$ cat config.mk
export PLATFORM = sky130hd
export DESIGN_NAME = diag_alarm_unit
export DESIGN_NICKNAME = d
export VERILOG_FILES = /design/src/hdl/diag_pkg.sv /design/src/hdl/diag_alarm_unit.sv
export VERILOG_INCLUDE_DIRS = /design/src /design/src/hdl
export SDC_FILE = /design/constraint.sdc
export NUM_CORES = 1
export LEC_CHECK = 0
export BUFFER_PORTS_ARGS = -buffer_cell sky130_fd_sc_hd__buf_4
export CAP_MARGIN = 40
export CORE_MARGIN = 2
export CORE_UTILIZATION = 51
export DETAILED_ROUTE_END_ITERATION = 8
export GPL_TIMING_DRIVEN = 1
export PLACE_DENSITY = 0.86
export SLEW_MARGIN = 20
export SYNTH_ARGS = -nofsm -noshare
export SYNTH_HDL_FRONTEND = slang
export SYNTH_SLANG_ARGS = --single-unit
$ cat constraint.sdc
create_clock -name aclk -period 4.09 [get_ports aclk]
set_input_delay 0 -clock aclk [delete_from_list [all_inputs] [get_ports aclk]]
set_output_delay 0 -clock aclk [all_outputs]
set_load 0.05 [all_outputs]
$ cat src/hdl/diag_defines.svh
// Purpose: register offsets, field positions, reset values and counts
// Assumes: 32-bit AXI4-Lite data, word-aligned registers
// Notes: definitions only
`ifndef DIAG_DEFINES_SVH
`define DIAG_DEFINES_SVH

`define OFS_FLAGS 8'h00
`define OFS_ALARM_EN 8'h04
`define OFS_FREQ_LIM 8'h08
`define OFS_WDOG_VAL 8'h0C
`define OFS_MEAN_LIM 8'h10
`define OFS_FREQ_MEAS 8'h14

`define FLAG_OUT_PERM_BIT 9
`define FREQ_LO_POS 0
`define FREQ_HI_POS 16

`define ALARM_EN_RST 10'h3FF
`define FREQ_LIM_RST 32'hFFFF_0000
`define WDOG_VAL_RST 16'h0000
`define MEAN_LIM_RST 16'h0100

`define FAIL_CHECKS 4'h8
`define RESP_OKAY 2'h0
`define RESP_SLVERR 2'h2

`endif

$ cat src/hdl/diag_pkg.sv
// Purpose: shared types of the diagnostic flag unit
// Assumes: nothing
// Notes: flag order fixes the status register layout, bit 9 first
package diag_pkg;

	typedef struct packed {
		logic out_perm;
		logic out_temp;
		logic wdog;
		logic osc_stall;
		logic osc_freq;
		logic nvm_sed;
		logic nvm_ded;
		logic shadow_sed;
		logic shadow_ded;
		logic proto;
	} flag_s;

	typedef struct packed {
		logic chk;
		logic sed;
		logic ded;
	} ecc_ev_s;

	typedef enum logic [0:0] {
		RD_IDLE,
		RD_RESP
	} rd_state_e;

endpackage

$ cat src/hdl/diag_alarm_unit.sv
// Purpose: diagnostic alarm flags with AXI4-Lite status and control
// Assumes: all inputs synchronous to aclk; monitors deliver digitised results
// Notes: ce low freezes every flip-flop while aresetn is high
//
// Implementation choices: the address map and the AXI4-Lite register port.
`timescale 1ns/1ps
`include "diag_defines.svh"

module diag_alarm_unit #(
	parameter int DATA_W = 16,
	parameter int FREQ_W = 16,
	parameter int MEAN_W = 16
) (
	// clock, reset, enable
	input wire logic aclk,
	input wire logic aresetn,
	input wire logic ce,
	// axi4-lite write
	input wire logic [7:0] awaddr,
	input wire logic awvalid,
	output logic awready,
	input wire logic [31:0] wdata,
	input wire logic [3:0] wstrb,
	input wire logic wvalid,
	output logic wready,
	output logic [1:0] bresp,
	output logic bvalid,
	input wire logic bready,
	// axi4-lite read
	input wire logic [7:0] araddr,
	input wire logic arvalid,
	output logic arready,
	output logic [31:0] rdata,
	output logic [1:0] rresp,
	output logic rvalid,
	input wire logic rready,
	// serial link integrity
	input wire logic xfer_done,
	input wire logic xfer_bad,
	// shadow register bank ecc
	input wire diag_pkg::ecc_ev_s shadow_ev,
	input wire logic [DATA_W-1:0] shadow_word,
	input wire logic [$clog2(DATA_W)-1:0] shadow_err_pos,
	output logic [DATA_W-1:0] shadow_fixed,
	// nonvolatile memory ecc
	input wire logic startup_active,
	input wire diag_pkg::ecc_ev_s nvm_ev,
	input wire logic [DATA_W-1:0] nvm_word,
	input wire logic [$clog2(DATA_W)-1:0] nvm_err_pos,
	output logic [DATA_W-1:0] nvm_fixed,
	// transmitter oscillator
	input wire logic [FREQ_W-1:0] freq_meas,
	input wire logic osc_running,
	// analog output mean check, signed offsets from half supply
	input wire logic mean_chk,
	input wire logic signed [MEAN_W-1:0] mean_sine,
	input wire logic signed [MEAN_W-1:0] mean_cosine,
	output logic analog_out_en,
	// alarm
	output logic alarm_request_pin_n
);
	import diag_pkg::*;

	function automatic logic [DATA_W-1:0] fix_word(input logic [DATA_W-1:0] w,
			input logic [$clog2(DATA_W)-1:0] pos, input logic sed);
		fix_word = sed ? (w ^ (DATA_W'(1) << pos)) : w;
	endfunction

	function automatic logic [MEAN_W-1:0] magnitude(input logic signed [MEAN_W-1:0] v);
		magnitude = v[MEAN_W-1] ? MEAN_W'(-v) : MEAN_W'(v);
	endfunction

	function automatic logic [31:0] merge(input logic [31:0] old, input logic [31:0] nw,
			input logic [3:0] be);
		for (int i = 0; i < 4; i++) begin
			old[8*i +: 8] = be[i] ? nw[8*i +: 8] : old[8*i +: 8];
		end
		merge = old;
	endfunction

	// ---- bus slave state
	logic aw_got_q, aw_got_d, w_got_q, w_got_d, bvalid_d;
	logic [7:0] aw_addr_q, aw_addr_d;
	logic [31:0] w_data_q, w_data_d;
	logic [3:0] w_strb_q, w_strb_d;
	logic [1:0] bresp_d, rresp_d;
	logic [31:0] rdata_d;
	rd_state_e rd_q, rd_d;
	logic wr_fire;

	// ---- control registers
	logic [9:0] alarm_en_q, alarm_en_d;
	logic [31:0] freq_lim_q, freq_lim_d;
	logic [15:0] wdog_val_q, wdog_val_d;
	logic [15:0] mean_lim_q, mean_lim_d;
	logic perm_clr;

	// ---- diagnostic state
	flag_s flags_q, flags_d;
	logic [15:0] wdog_cnt_q, wdog_cnt_d;
	logic [3:0] fail_cnt_q, fail_cnt_d;
	logic [DATA_W-1:0] shadow_fixed_d, nvm_fixed_d;
	logic out_en_d, pin_n_d;
	logic [FREQ_W-1:0] freq_lo, freq_hi;
	logic mean_bad;

	assign wr_fire = aw_got_q && w_got_q && !bvalid;

	always_comb begin
		aw_got_d = aw_got_q;
		w_got_d = w_got_q;
		aw_addr_d = aw_addr_q;
		w_data_d = w_data_q;
		w_strb_d = w_strb_q;
		bvalid_d = bvalid;
		bresp_d = bresp;
		alarm_en_d = alarm_en_q;
		freq_lim_d = freq_lim_q;
		wdog_val_d = wdog_val_q;
		mean_lim_d = mean_lim_q;
		perm_clr = 1'b0;
		if (awvalid && awready) begin
			aw_got_d = 1'b1;
			aw_addr_d = awaddr;
		end
		if (wvalid && wready) begin
			w_got_d = 1'b1;
			w_data_d = wdata;
			w_strb_d = wstrb;
		end
		if (wr_fire) begin
			aw_got_d = 1'b0;
			w_got_d = 1'b0;
			bvalid_d = 1'b1;
			bresp_d = `RESP_OKAY;
			unique case (aw_addr_q)
				`OFS_FLAGS: perm_clr = w_strb_q[1] && w_data_q[`FLAG_OUT_PERM_BIT];
				`OFS_ALARM_EN: alarm_en_d = 10'(merge(32'(alarm_en_q), w_data_q, w_strb_q));
				`OFS_FREQ_LIM: freq_lim_d = merge(freq_lim_q, w_data_q, w_strb_q);
				`OFS_WDOG_VAL: wdog_val_d = 16'(merge(32'(wdog_val_q), w_data_q, w_strb_q));
				`OFS_MEAN_LIM: mean_lim_d = 16'(merge(32'(mean_lim_q), w_data_q, w_strb_q));
				`OFS_FREQ_MEAS: ;
				default: bresp_d = `RESP_SLVERR;
			endcase
		end else if (bvalid && bready) begin
			bvalid_d = 1'b0;
		end
	end

	always_comb begin
		rd_d = rd_q;
		rdata_d = rdata;
		rresp_d = rresp;
		unique case (rd_q)
			RD_IDLE: if (arvalid && arready) begin
				rd_d = RD_RESP;
				rresp_d = `RESP_OKAY;
				unique case (araddr)
					`OFS_FLAGS: rdata_d = 32'(flags_q);
					`OFS_ALARM_EN: rdata_d = 32'(alarm_en_q);
					`OFS_FREQ_LIM: rdata_d = freq_lim_q;
					`OFS_WDOG_VAL: rdata_d = 32'(wdog_val_q);
					`OFS_MEAN_LIM: rdata_d = 32'(mean_lim_q);
					`OFS_FREQ_MEAS: rdata_d = 32'(freq_meas);
					default: begin
						rdata_d = 32'h0000_0000;
						rresp_d = `RESP_SLVERR;
					end
				endcase
			end
			RD_RESP: if (rready) begin
				rd_d = RD_IDLE;
			end
		endcase
	end

	always_ff @(posedge aclk) begin
		if (!aresetn) begin
			aw_got_q <= 1'b0;
			w_got_q <= 1'b0;
			aw_addr_q <= 8'h00;
			w_data_q <= 32'h0000_0000;
			w_strb_q <= 4'h0;
			bvalid <= 1'b0;
			bresp <= `RESP_OKAY;
			awready <= 1'b0;
			wready <= 1'b0;
			rd_q <= RD_IDLE;
			arready <= 1'b0;
			rvalid <= 1'b0;
			rdata <= 32'h0000_0000;
			rresp <= `RESP_OKAY;
			alarm_en_q <= `ALARM_EN_RST;
			freq_lim_q <= `FREQ_LIM_RST;
			wdog_val_q <= `WDOG_VAL_RST;
			mean_lim_q <= `MEAN_LIM_RST;
		end else if (ce) begin
			aw_got_q <= aw_got_d;
			w_got_q <= w_got_d;
			aw_addr_q <= aw_addr_d;
			w_data_q <= w_data_d;
			w_strb_q <= w_strb_d;
			bvalid <= bvalid_d;
			bresp <= bresp_d;
			awready <= !aw_got_d && !bvalid_d && !(awvalid && awready);
			wready <= !w_got_d && !bvalid_d && !(wvalid && wready);
			rd_q <= rd_d;
			arready <= (rd_d == RD_IDLE) && !(arvalid && arready);
			rvalid <= (rd_d == RD_RESP);
			rdata <= rdata_d;
			rresp <= rresp_d;
			alarm_en_q <= alarm_en_d;
			freq_lim_q <= freq_lim_d;
			wdog_val_q <= wdog_val_d;
			mean_lim_q <= mean_lim_d;
		end
	end

	// ---- diagnostics
	assign freq_lo = freq_lim_q[`FREQ_LO_POS +: FREQ_W];
	assign freq_hi = freq_lim_q[`FREQ_HI_POS +: FREQ_W];
	assign mean_bad = (magnitude(mean_sine) > MEAN_W'(mean_lim_q))
		|| (magnitude(mean_cosine) > MEAN_W'(mean_lim_q));

	always_comb begin
		flags_d = flags_q;
		wdog_cnt_d = wdog_cnt_q;
		fail_cnt_d = fail_cnt_q;
		if (xfer_done) flags_d.proto = xfer_bad;
		if (shadow_ev.chk) begin
			flags_d.shadow_sed = shadow_ev.sed;
			flags_d.shadow_ded = flags_q.shadow_ded | shadow_ev.ded;
		end
		if (startup_active && nvm_ev.chk) begin
			flags_d.nvm_sed = nvm_ev.sed;
			flags_d.nvm_ded = flags_q.nvm_ded | nvm_ev.ded;
		end
		flags_d.osc_freq = (freq_meas < freq_lo) || (freq_meas > freq_hi);
		flags_d.osc_stall = !osc_running;
		if (wdog_val_q == 16'h0000) begin
			wdog_cnt_d = 16'h0000;
		end else if (wdog_cnt_q == 16'h0000) begin
			wdog_cnt_d = wdog_val_q;
		end else if (wdog_cnt_q == 16'h0001) begin
			flags_d.wdog = 1'b1;
			wdog_cnt_d = wdog_val_q;
		end else begin
			wdog_cnt_d = wdog_cnt_q - 16'h0001;
		end
		if (perm_clr) begin
			flags_d.out_perm = 1'b0;
			fail_cnt_d = 4'h0;
		end
		if (mean_chk) begin
			flags_d.out_temp = mean_bad;
			if (!mean_bad) begin
				fail_cnt_d = 4'h0;
			end else if (fail_cnt_d != `FAIL_CHECKS) begin
				fail_cnt_d = fail_cnt_d + 4'h1;
			end
			if (mean_bad && fail_cnt_d == `FAIL_CHECKS) flags_d.out_perm = 1'b1;
		end
		shadow_fixed_d = fix_word(shadow_word, shadow_err_pos, shadow_ev.sed);
		nvm_fixed_d = fix_word(nvm_word, nvm_err_pos, nvm_ev.sed);
		out_en_d = !(flags_d.out_temp || flags_d.out_perm);
		pin_n_d = !(|(10'(flags_d) & alarm_en_q));
	end

	always_ff @(posedge aclk) begin
		if (!aresetn) begin
			flags_q <= '0;
			wdog_cnt_q <= 16'h0000;
			fail_cnt_q <= 4'h0;
			shadow_fixed <= '0;
			nvm_fixed <= '0;
			analog_out_en <= 1'b0;
			alarm_request_pin_n <= 1'b1;
		end else if (ce) begin
			flags_q <= flags_d;
			wdog_cnt_q <= wdog_cnt_d;
			fail_cnt_q <= fail_cnt_d;
			shadow_fixed <= shadow_fixed_d;
			nvm_fixed <= nvm_fixed_d;
			analog_out_en <= out_en_d;
			alarm_request_pin_n <= pin_n_d;
		end
	end
endmodule // diag_alarm_unit

==> Flow_metrics.wiki, run 1 <==
{| class="wikitable"
! Metric !! Value
|-
| Max-capacitance violation count || 0
|-
| Post-synth ARST share || 0%
|-
| Vias in the first global route || ~12k
|-
| Outcome || finished, final reports clean
|-
| Iter 0 DRT Violations || about 1.3k
|-
| End point of the critical path || alarm_request_pin_n$_SDFFE_PN1P_
|-
| Cell area after placement || 13900 um2
|-
| Hold Fails Final Rpt || 0
|-
| Post-CTS setup-driven buffer insertion count || 0
|-
| Count of cells resized by post-cts repair || 0
|-
| Sequential element share of the synthesized area || a little under two fifths
|-
| CTS H-Tree Depth || 1
|-
| Core box area || 23300 um2
|-
| Mux contribution to synthesized area || 4.27%
|-
| Clock network fraction of total power || about two fifths
|-
| Top cells by area, synth || sky130_fd_sc_hd__dfxtp_1 37%, sky130_fd_sc_hd__nand2_1 8.1%, sky130_fd_sc_hd__ha_1 7.2%, sky130_fd_sc_hd__a21oi_1 5.9%, sky130_fd_sc_hd__mux2i_1 4.0%
|-
| Required time of the worst setup path || about 4500 ps
|-
| Detailed placer's ending HPWL || roughly 27 mm
|-
| Clk slew on worst S/H paths || approximately 60 ps
|-
| Total power || ~0.0052 W
|-
| Layout area overhead || 32.2%
|-
| Area leader, netlist || sky130_fd_sc_hd__dfxtp_1
|-
| Initial antenna violation count || 0
|-
| Synth warn || 0
|-
| Minimum clock period after layout || 3480 ps
|-
| Synthesized area divided by synthesized cell count || 7.95 um2
|-
| Vias after detailed routing || 12.9k
|-
| Height of the die || 158 um
|-
| Insertion delay to the later sink of the worst-skew pair || around 530 ps
|-
| Count of state elements after synthesis || between 200 and 250
|-
| Worst Setup Slack post-DPL || slightly below 500 ps
|-
| Slew of the pin with the lowest slew margin || around 700 ps
|-
| Number of nets in the layout || between 2k and 2.5k
|-
| Total congestion overflow || 0
|-
| Start-to-end type of the worst setup path || reg -> reg
|-
| Adder-Cell Fraction of Synth Area || ~7.2%
|-
| Number of flops mapped to enable cells by yosys || 0
|-
| Maximum number of pins on one net before global-route repair || 84
|-
| Power density over cell area || between 300 and 400 nW/um2
|-
| Most used DFF post-synth || sky130_fd_sc_hd__dfxtp_1
|-
| Share of Yosys cell area claimed by the top area cell type || about 37%
|-
| Antenna diode count || 0
|-
| Max Root-Sink Buffers || 3
|-
| Worst setup path start || aw_addr_q[1]$_SDFFE_PN0P_
|-
| Netlist area before placement || between 10000 and 15000 um2
|-
| Placed insts || roughly 2.0k
|-
| Flop2flop setup slack || roughly 610 ps
|-
| Path class of the lowest-slack min-delay path || in -> reg
|-
| CTS Buf Count || 24
|-
| Share of the synthesized area in compound gates (AO/OA/AOI/OAI) || around a fifth
|-
| Floorplan row count || 56
|-
| RSZ-0062 raised after global routing || no
|-
| Die boundary width || 158 um
|-
| Peak VDD IR || about 0.00034 V
|-
| DR pass1 iterations || 7
|-
| Net switching power figure || approximately 0.0014 W
|-
| Routed WL || between 40 and 50 mm
|-
| Final cycle utilization of the critical path || between 80% and 90%
|-
| Final standard cell count with taps included and fillers excluded || ~2.2k
|-
| Setup Viol. Count Final || 0
|-
| Leakage power summed over all cells || 6.59 nW
|-
| Hold buffers post-CTS || approximately 120
|-
| Detail Route Antenna Nets || 0
|-
| Initial Utilization || 51.6%
|-
| Critical path endpoint category || flop
|-
| Setup total negative slack || 0 ps
|-
| Synth top cells by count || 260 x sky130_fd_sc_hd__nand2_1, 223 x sky130_fd_sc_hd__dfxtp_1, 143 x sky130_fd_sc_hd__a21oi_1, 106 x sky130_fd_sc_hd__nor2_1, 90 x sky130_fd_sc_hd__nand3_1
|-
| Net Sw Frac || about a quarter
|-
| Final worst slack || slightly above 600 ps
|-
| TritonCTS clock tree || yes
|-
| Power share of the combinational group || around 16%
|-
| Category of the worst setup path launch point || flop
|-
| Relative slew slack || 53.1%
|-
| Count of input and output buffers || 231
|-
| Crit Reg-Reg Startpoint || aw_addr_q[1]$_SDFFE_PN0P_
|-
| Final worst clock skew || roughly 28 ps
|-
| Cell-internal power || between 0.003 and 0.004 W
|-
| Clock tree root buffer cell || sky130_fd_sc_hd__clkbuf_16
|-
| Vias/cell || 5.97
|-
| Xor/xnor cell area share of the yosys netlist || under 10%
|-
| R2R depth || 11
|-
| GP Congestion || ~1
|-
| Final instance area || 15900 um2
|-
| Seq pwr share || between 40% and 50%
|-
| Reg2Reg Capture Point || alarm_request_pin_n$_SDFFE_PN1P_
|-
| Data arrival, critical path || 3870 ps
|-
| Global-route wire length before repair || ~62 mm
|-
| F_max || approximately 290 MHz
|-
| # DRC || 0
|-
| Most used standard cell by instance count after synthesis || sky130_fd_sc_hd__nand2_1
|-
| FILL cells || approximately 1.8k
|-
| Die Area || about 25000 um2
|-
| Global-route total usage across every layer || 31.2%
|-
| Number of clock sinks seen by CTS || about 220
|-
| Count of pins over their slew limit || 0
|-
| Layout cells sized above 1 || between 10% and 20%
|-
| Dominant combinational cell family by area after synthesis || simple AND/OR/NAND/NOR gates
|-
| Wire length per cell || between 15 and 20 um
|-
| Gate count of the mapped netlist || ~1.5k
|-
| Boundary pin count || 234
|-
| Area fraction in and, or, nand and nor cells after synthesis || approximately a quarter
|-
| Count of cell types in the netlist || 78
|-
| Crit-path max FO || 4
|}
layout by cell type, fill, tap and decap left out, types with 21 or more instances in the layout:
cell and count:
sky130_fd_sc_hd__clkbuf_16 24, sky130_fd_sc_hd__inv_1 64, sky130_fd_sc_hd__a22oi_1 21, sky130_fd_sc_hd__xnor2_1 39, sky130_fd_sc_hd__or3_1 22, sky130_fd_sc_hd__mux2i_1 48
sky130_fd_sc_hd__nor2_1 106, sky130_fd_sc_hd__nand3_1 90, sky130_fd_sc_hd__ha_1 69, sky130_fd_sc_hd__dlygate4sd3_1 117, sky130_fd_sc_hd__o21ai_0 78, sky130_fd_sc_hd__dfxtp_1 223
sky130_fd_sc_hd__a21oi_1 143, sky130_fd_sc_hd__buf_4 244, sky130_fd_sc_hd__nand2_1 260
logic make-up after synthesis:
logic type | after synthesis
other | 1
adder cells (fa/ha/maj) | 69
AO/OA/AOI/OAI | 379
flip-flops | 223
multiplexers | 51
AND/OR/NAND/NOR | 599
buffers and inverters | 149
XOR/XNOR | 44
worst max-delay path, cell delays in order (launching register included):
cell                       delay (ps)
sky130_fd_sc_hd__dfxtp_1          310
sky130_fd_sc_hd__or4_4            570
sky130_fd_sc_hd__or4_4            590
sky130_fd_sc_hd__nand2_1          140
sky130_fd_sc_hd__inv_1             60
sky130_fd_sc_hd__ha_1             230
sky130_fd_sc_hd__a211oi_1         250
sky130_fd_sc_hd__o21ai_0          160
sky130_fd_sc_hd__a211oi_1         380
sky130_fd_sc_hd__and3_1           210
sky130_fd_sc_hd__o22ai_1           80
sky130_fd_sc_hd__a311o_1          360
flip-flops by register name, summed over array words and instances, names as in the netlist, 4 cells and up:
name,cells
freq_lim_q,32
alarm_en_q,10
shadow_fixed,16
fail_cnt_q,4
nvm_fixed,16
w_strb_q,4
wdog_val_q,16
wdog_cnt_q,16
rdata,32
w_data_q,32
aw_addr_q,8
mean_lim_q,16
flags_q,10
per-stage QoR:
| step | hold WS (ps) | util, % |
|---|---|---|
| 5_1_grt | 77.0 | 68.2 |
| 3_3_place_gp | 227 | 59.7 |
| 2_1_floorplan | 99.0 | - |
| 4_1_cts | 6.71 | 68.1 |
| 3_5_place_dp | 243 | 59.7 |
| 6_report | 21.7 | 68.2 |
worst min-delay path by stage:
stage,from,to,cells after the start
4_1_cts,freq_meas[6],rdata[6]$_SDFFE_PN0P_,5
3_5_place_dp,osc_running,flags_q[6]$_SDFFE_PN0P_,2
5_1_grt,nvm_err_pos[2],nvm_fixed[15]$_SDFFE_PN0P_,4
2_1_floorplan,osc_running,flags_q[6]$_SDFFE_PN0P_,1
3_3_place_gp,osc_running,flags_q[6]$_SDFFE_PN0P_,2
6_report,freq_meas[6],rdata[6]$_SDFFE_PN0P_,5
power groups by stage:
stage	Clock, W	Sequential [W]	Combinational [W]
final	0.00215	0.00227	0.000814
after global routing	0.00226	0.00227	0.000878
after CTS	0.00217	0.00226	0.000790
after detailed placement	0	0.00231	0.000695
after global placement	0	0.00231	0.000678
after floorplan	0	0.00240	0.000309
cell type report:
| type | count | area (um2) | share of cell area [%] |
|---|---|---|---|
| multi-input cells | 1144 | 7000 | 43.9 |
| flip-flops and latches | 223 | 4460 | 28.0 |
| repair buffers | 362 | 3030 | 19.0 |
| clock buffers | 31 | 657 | 4.13 |
| well taps | 319 | 399 | 2.51 |
| inverters | 66 | 250 | 1.57 |
| clock inverters | 12 | 128 | 0.801 |
per-layer routing:
layer | global-route usage, % | up-vias | wire length [um]
met2 | 51.0 | 726 | 18300
met1 | 40.1 | 5977 | 15900
li1 | - | 6013 | -
met5 | 0 | - | 0
met3 | 5.17 | 168 | 3850
met4 | 14.6 | 0 | 1990
(Power assumes the default switching activity.)
==> run 2, diff against run 1 <==
==> constraint.sdc (replaced) <==
create_clock -name aclk -period 4.5 [get_ports aclk]
set_input_delay 0 -clock aclk [delete_from_list [all_inputs] [get_ports aclk]]
set_output_delay 0 -clock aclk [all_outputs]
set_load 0.05 [all_outputs]
==> run 2 against run 1 <==
Effect of this change:
- die area is the same
- critical path depth is the same
- wire length grew 2.2%
- power shrank 11%
- clock power shrank 13%
- core utilization is essentially flat
- critical path type unchanged
- final cell count grew 0.23%
- first-iteration DRC count grew 5.8%
- fmax grew 4.4%
- via count grew 0.87%
- largest power group unchanged
- design area is essentially flat
==> Flow_metrics.wiki, run 2 (synthesis results as in run 1) <==
{| class="wikitable"
! Metric !! Value
|-
| Count of pins over their slew limit || 0
|-
| Clock tree root buffer cell || sky130_fd_sc_hd__clkbuf_16
|-
| Final standard cell count with taps included and fillers excluded || approximately 2.2k
|-
| Core box area || around 23000 um2
|-
| Clk slew on worst S/H paths || around 60 ps
|-
| Boundary pin count || about 230
|-
| Power density over cell area || ~290 nW/um2
|-
| Path class of the lowest-slack min-delay path || in -> reg
|-
| Reg2Reg Capture Point || alarm_request_pin_n$_SDFFE_PN1P_
|-
| Wire length per cell || approximately 19 um
|-
| Largest regs || freq_lim_q x32, rdata x32, w_data_q x32
|-
| Max-capacitance violation count || 0
|-
| Maximum number of pins on one net before global-route repair || 96
|-
| Seq pwr share || approximately 44%
|-
| Initial antenna violation count || 1
|-
| Iter 0 DRT Violations || between 1k and 1.5k
|-
| Layout area overhead || 32.1%
|-
| Worst hold stages || 4
|-
| Global-route total usage across every layer || around a third
|-
| Placed insts || ~2k
|-
| R2R depth || 11
|-
| F_max || 300 MHz
|-
| Data arrival, critical path || 3740 ps
|-
| Vias after detailed routing || between 10k and 15k
|-
| Net Sw Frac || around 27%
|-
| Detailed placer's ending HPWL || 26.9 mm
|-
| Power share of the combinational group || between 15 and 20%
|-
| Final worst clock skew || around 23 ps
|-
| Required time of the worst setup path || between 4000 and 5000 ps
|-
| Clock network fraction of total power || approximately two fifths
|-
| Vias/cell || 6.01
|-
| Outcome || finished, final reports clean
|-
| Relative slew slack || roughly 57%
|-
| Leakage power summed over all cells || ~6.6 nW
|-
| Crit-path max FO || 4
|-
| CTS Buf Count || 24
|-
| Final cycle utilization of the critical path || 74.2%
|-
| Global-route wire length before repair || approximately 63 mm
|-
| Net switching power figure || approximately 0.0013 W
|-
| Post-CTS setup-driven buffer insertion count || 0
|-
| # DRC || 0
|-
| RSZ-0062 raised after global routing || no
|-
| Die Area || 24900 um2
|-
| Layout cells sized above 1 || ~17%
|-
| Detail Route Antenna Nets || 0
|-
| Height of the die || about 160 um
|-
| Initial Utilization || about half
|-
| Most common library cell in the layout ignoring fill and taps || sky130_fd_sc_hd__nand2_1
|-
| Destination of the worst hold path || shadow_fixed[7]$_SDFFE_PN0P_
|-
| Floorplan row count || between 50 and 60
|-
| Category of the worst setup path launch point || flop
|-
| Number of nets in the layout || around 2k
|-
| Count of input and output buffers || roughly 230
|-
| Insertion delay to the later sink of the worst-skew pair || 530 ps
|-
| Final worst slack || 1160 ps
|-
| Number of clock sinks seen by CTS || around 220
|-
| Setup total negative slack || 0 ps
|-
| Minimum clock period after layout || between 3000 and 4000 ps
|-
| Most frequent cells in the layout || 260 x sky130_fd_sc_hd__nand2_1, 243 x sky130_fd_sc_hd__buf_4, 223 x sky130_fd_sc_hd__dfxtp_1
|-
| DR pass1 iterations || 7
|-
| Cell-internal power || between 0.003 and 0.004 W
|-
| Hold Fails Final Rpt || 0
|-
| GP Congestion || 0.959
|-
| Routed WL || between 40 and 50 mm
|-
| Total congestion overflow || 0
|-
| Peak VDD IR || about 0.00025 V
|-
| Crit Reg-Reg Startpoint || aw_addr_q[1]$_SDFFE_PN0P_
|-
| Max Root-Sink Buffers || 3
|-
| Flop2flop setup slack || 1160 ps
|-
| CTS H-Tree Depth || 1
|-
| FILL cells || ~1.7k
|-
| Worst Setup Slack post-DPL || roughly 910 ps
|-
| Worst hold start || shadow_err_pos[2]
|-
| Slew of the pin with the lowest slew margin || around 640 ps
|-
| Start-to-end type of the worst setup path || reg -> reg
|-
| Setup Viol. Count Final || 0
|-
| Vias in the first global route || roughly 12k
|-
| Die boundary width || about 160 um
|-
| Critical path endpoint category || flop
|-
| TritonCTS clock tree || yes
|}
-- run 2: cell count changes in the layout (fill, tap and decap cells not counted), moves of 2 or more --
| cell | delta |
|---|---|
| sky130_fd_sc_hd__dlygate4sd3_1 | +3 |
| sky130_fd_sc_hd__clkbuf_1 | +6 |
| sky130_fd_sc_hd__bufinv_16 | -2 |
| sky130_fd_sc_hd__clkinv_2 | -2 |
-- run 2: layer usage --
layer	wire [um]	GRT usage, %
met1	16100	40.6
met3	3860	4.65
met4	1620	13.2
met2	19300	52.5
met5	0	0
-- run 2: worst max path at each step --
stage | from | end | slack (ps) | cells past startpoint
2_1_floorplan | mean_cosine[0] | alarm_request_pin_n$_SDFFE_PN1P_ | 1480 | 14
3_3_place_gp | mean_cosine[0] | alarm_request_pin_n$_SDFFE_PN1P_ | 1120 | 15
3_5_place_dp | mean_cosine[0] | alarm_request_pin_n$_SDFFE_PN1P_ | 910 | 15
4_1_cts | aw_addr_q[1]$_SDFFE_PN0P_ | alarm_request_pin_n$_SDFFE_PN1P_ | 1190 | 11
5_1_grt | aw_addr_q[1]$_SDFFE_PN0P_ | alarm_request_pin_n$_SDFFE_PN1P_ | 1040 | 11
6_report | aw_addr_q[1]$_SDFFE_PN0P_ | alarm_request_pin_n$_SDFFE_PN1P_ | 1160 | 11
-- run 2: critical path, stage by stage, from the launching register on --
cell and delay [ps]:
sky130_fd_sc_hd__dfxtp_1 310, sky130_fd_sc_hd__or4_4 570, sky130_fd_sc_hd__or4_4 590, sky130_fd_sc_hd__nand2_1 140, sky130_fd_sc_hd__inv_1 60, sky130_fd_sc_hd__ha_1 240, sky130_fd_sc_hd__a211oi_1 210, sky130_fd_sc_hd__o21ai_0 110
sky130_fd_sc_hd__a211oi_1 330, sky130_fd_sc_hd__and3_1 200, sky130_fd_sc_hd__o22ai_1 80, sky130_fd_sc_hd__a311o_1 360
-- run 2: final cells by class --
class                      instances  area (um2)  share of cell area [%]
inverter                          66         250                    1.57
clock inverter                     7        50.0                   0.314
antenna                            1        2.50                  0.0157
tap                              319         399                    2.51
clock buffer                      37         679                    4.27
timing repair buffer             365        3070                    19.3
multi-input combinational       1144        7000                    44.0
sequential                       223        4460                    28.1
-- run 2: power by group through the flow --
stage / registers, W / logic [W] / clock network (W)
after floorplan: 0.00218 / 0.000281 / 0
after global placement: 0.00210 / 0.000615 / 0
after detailed placement: 0.00210 / 0.000632 / 0
after CTS: 0.00206 / 0.000718 / 0.00187
after global routing: 0.00206 / 0.000800 / 0.00196
final: 0.00206 / 0.000744 / 0.00187
-- run 2: what timing repair did --
action	CTS	global route
hold buffers	120	0
gates resized for setup	0	0
hold endpoints to repair	133	0
-- run 2: per-stage QoR --
| step | util, % | hold slack, ps | area (um2) | power, W |
|---|---|---|---|---|
| after floorplan | - | 99.0 | 12000 | 0.00246 |
| after global placement | 59.7 | 227 | 13900 | 0.00271 |
| after detailed placement | 59.8 | 238 | 14000 | 0.00273 |
| after CTS | 68.1 | 9.31 | 15900 | 0.00464 |
| after global routing | 68.2 | 72.1 | 15900 | 0.00482 |
| final | 68.2 | 29.3 | 15900 | 0.00467 |
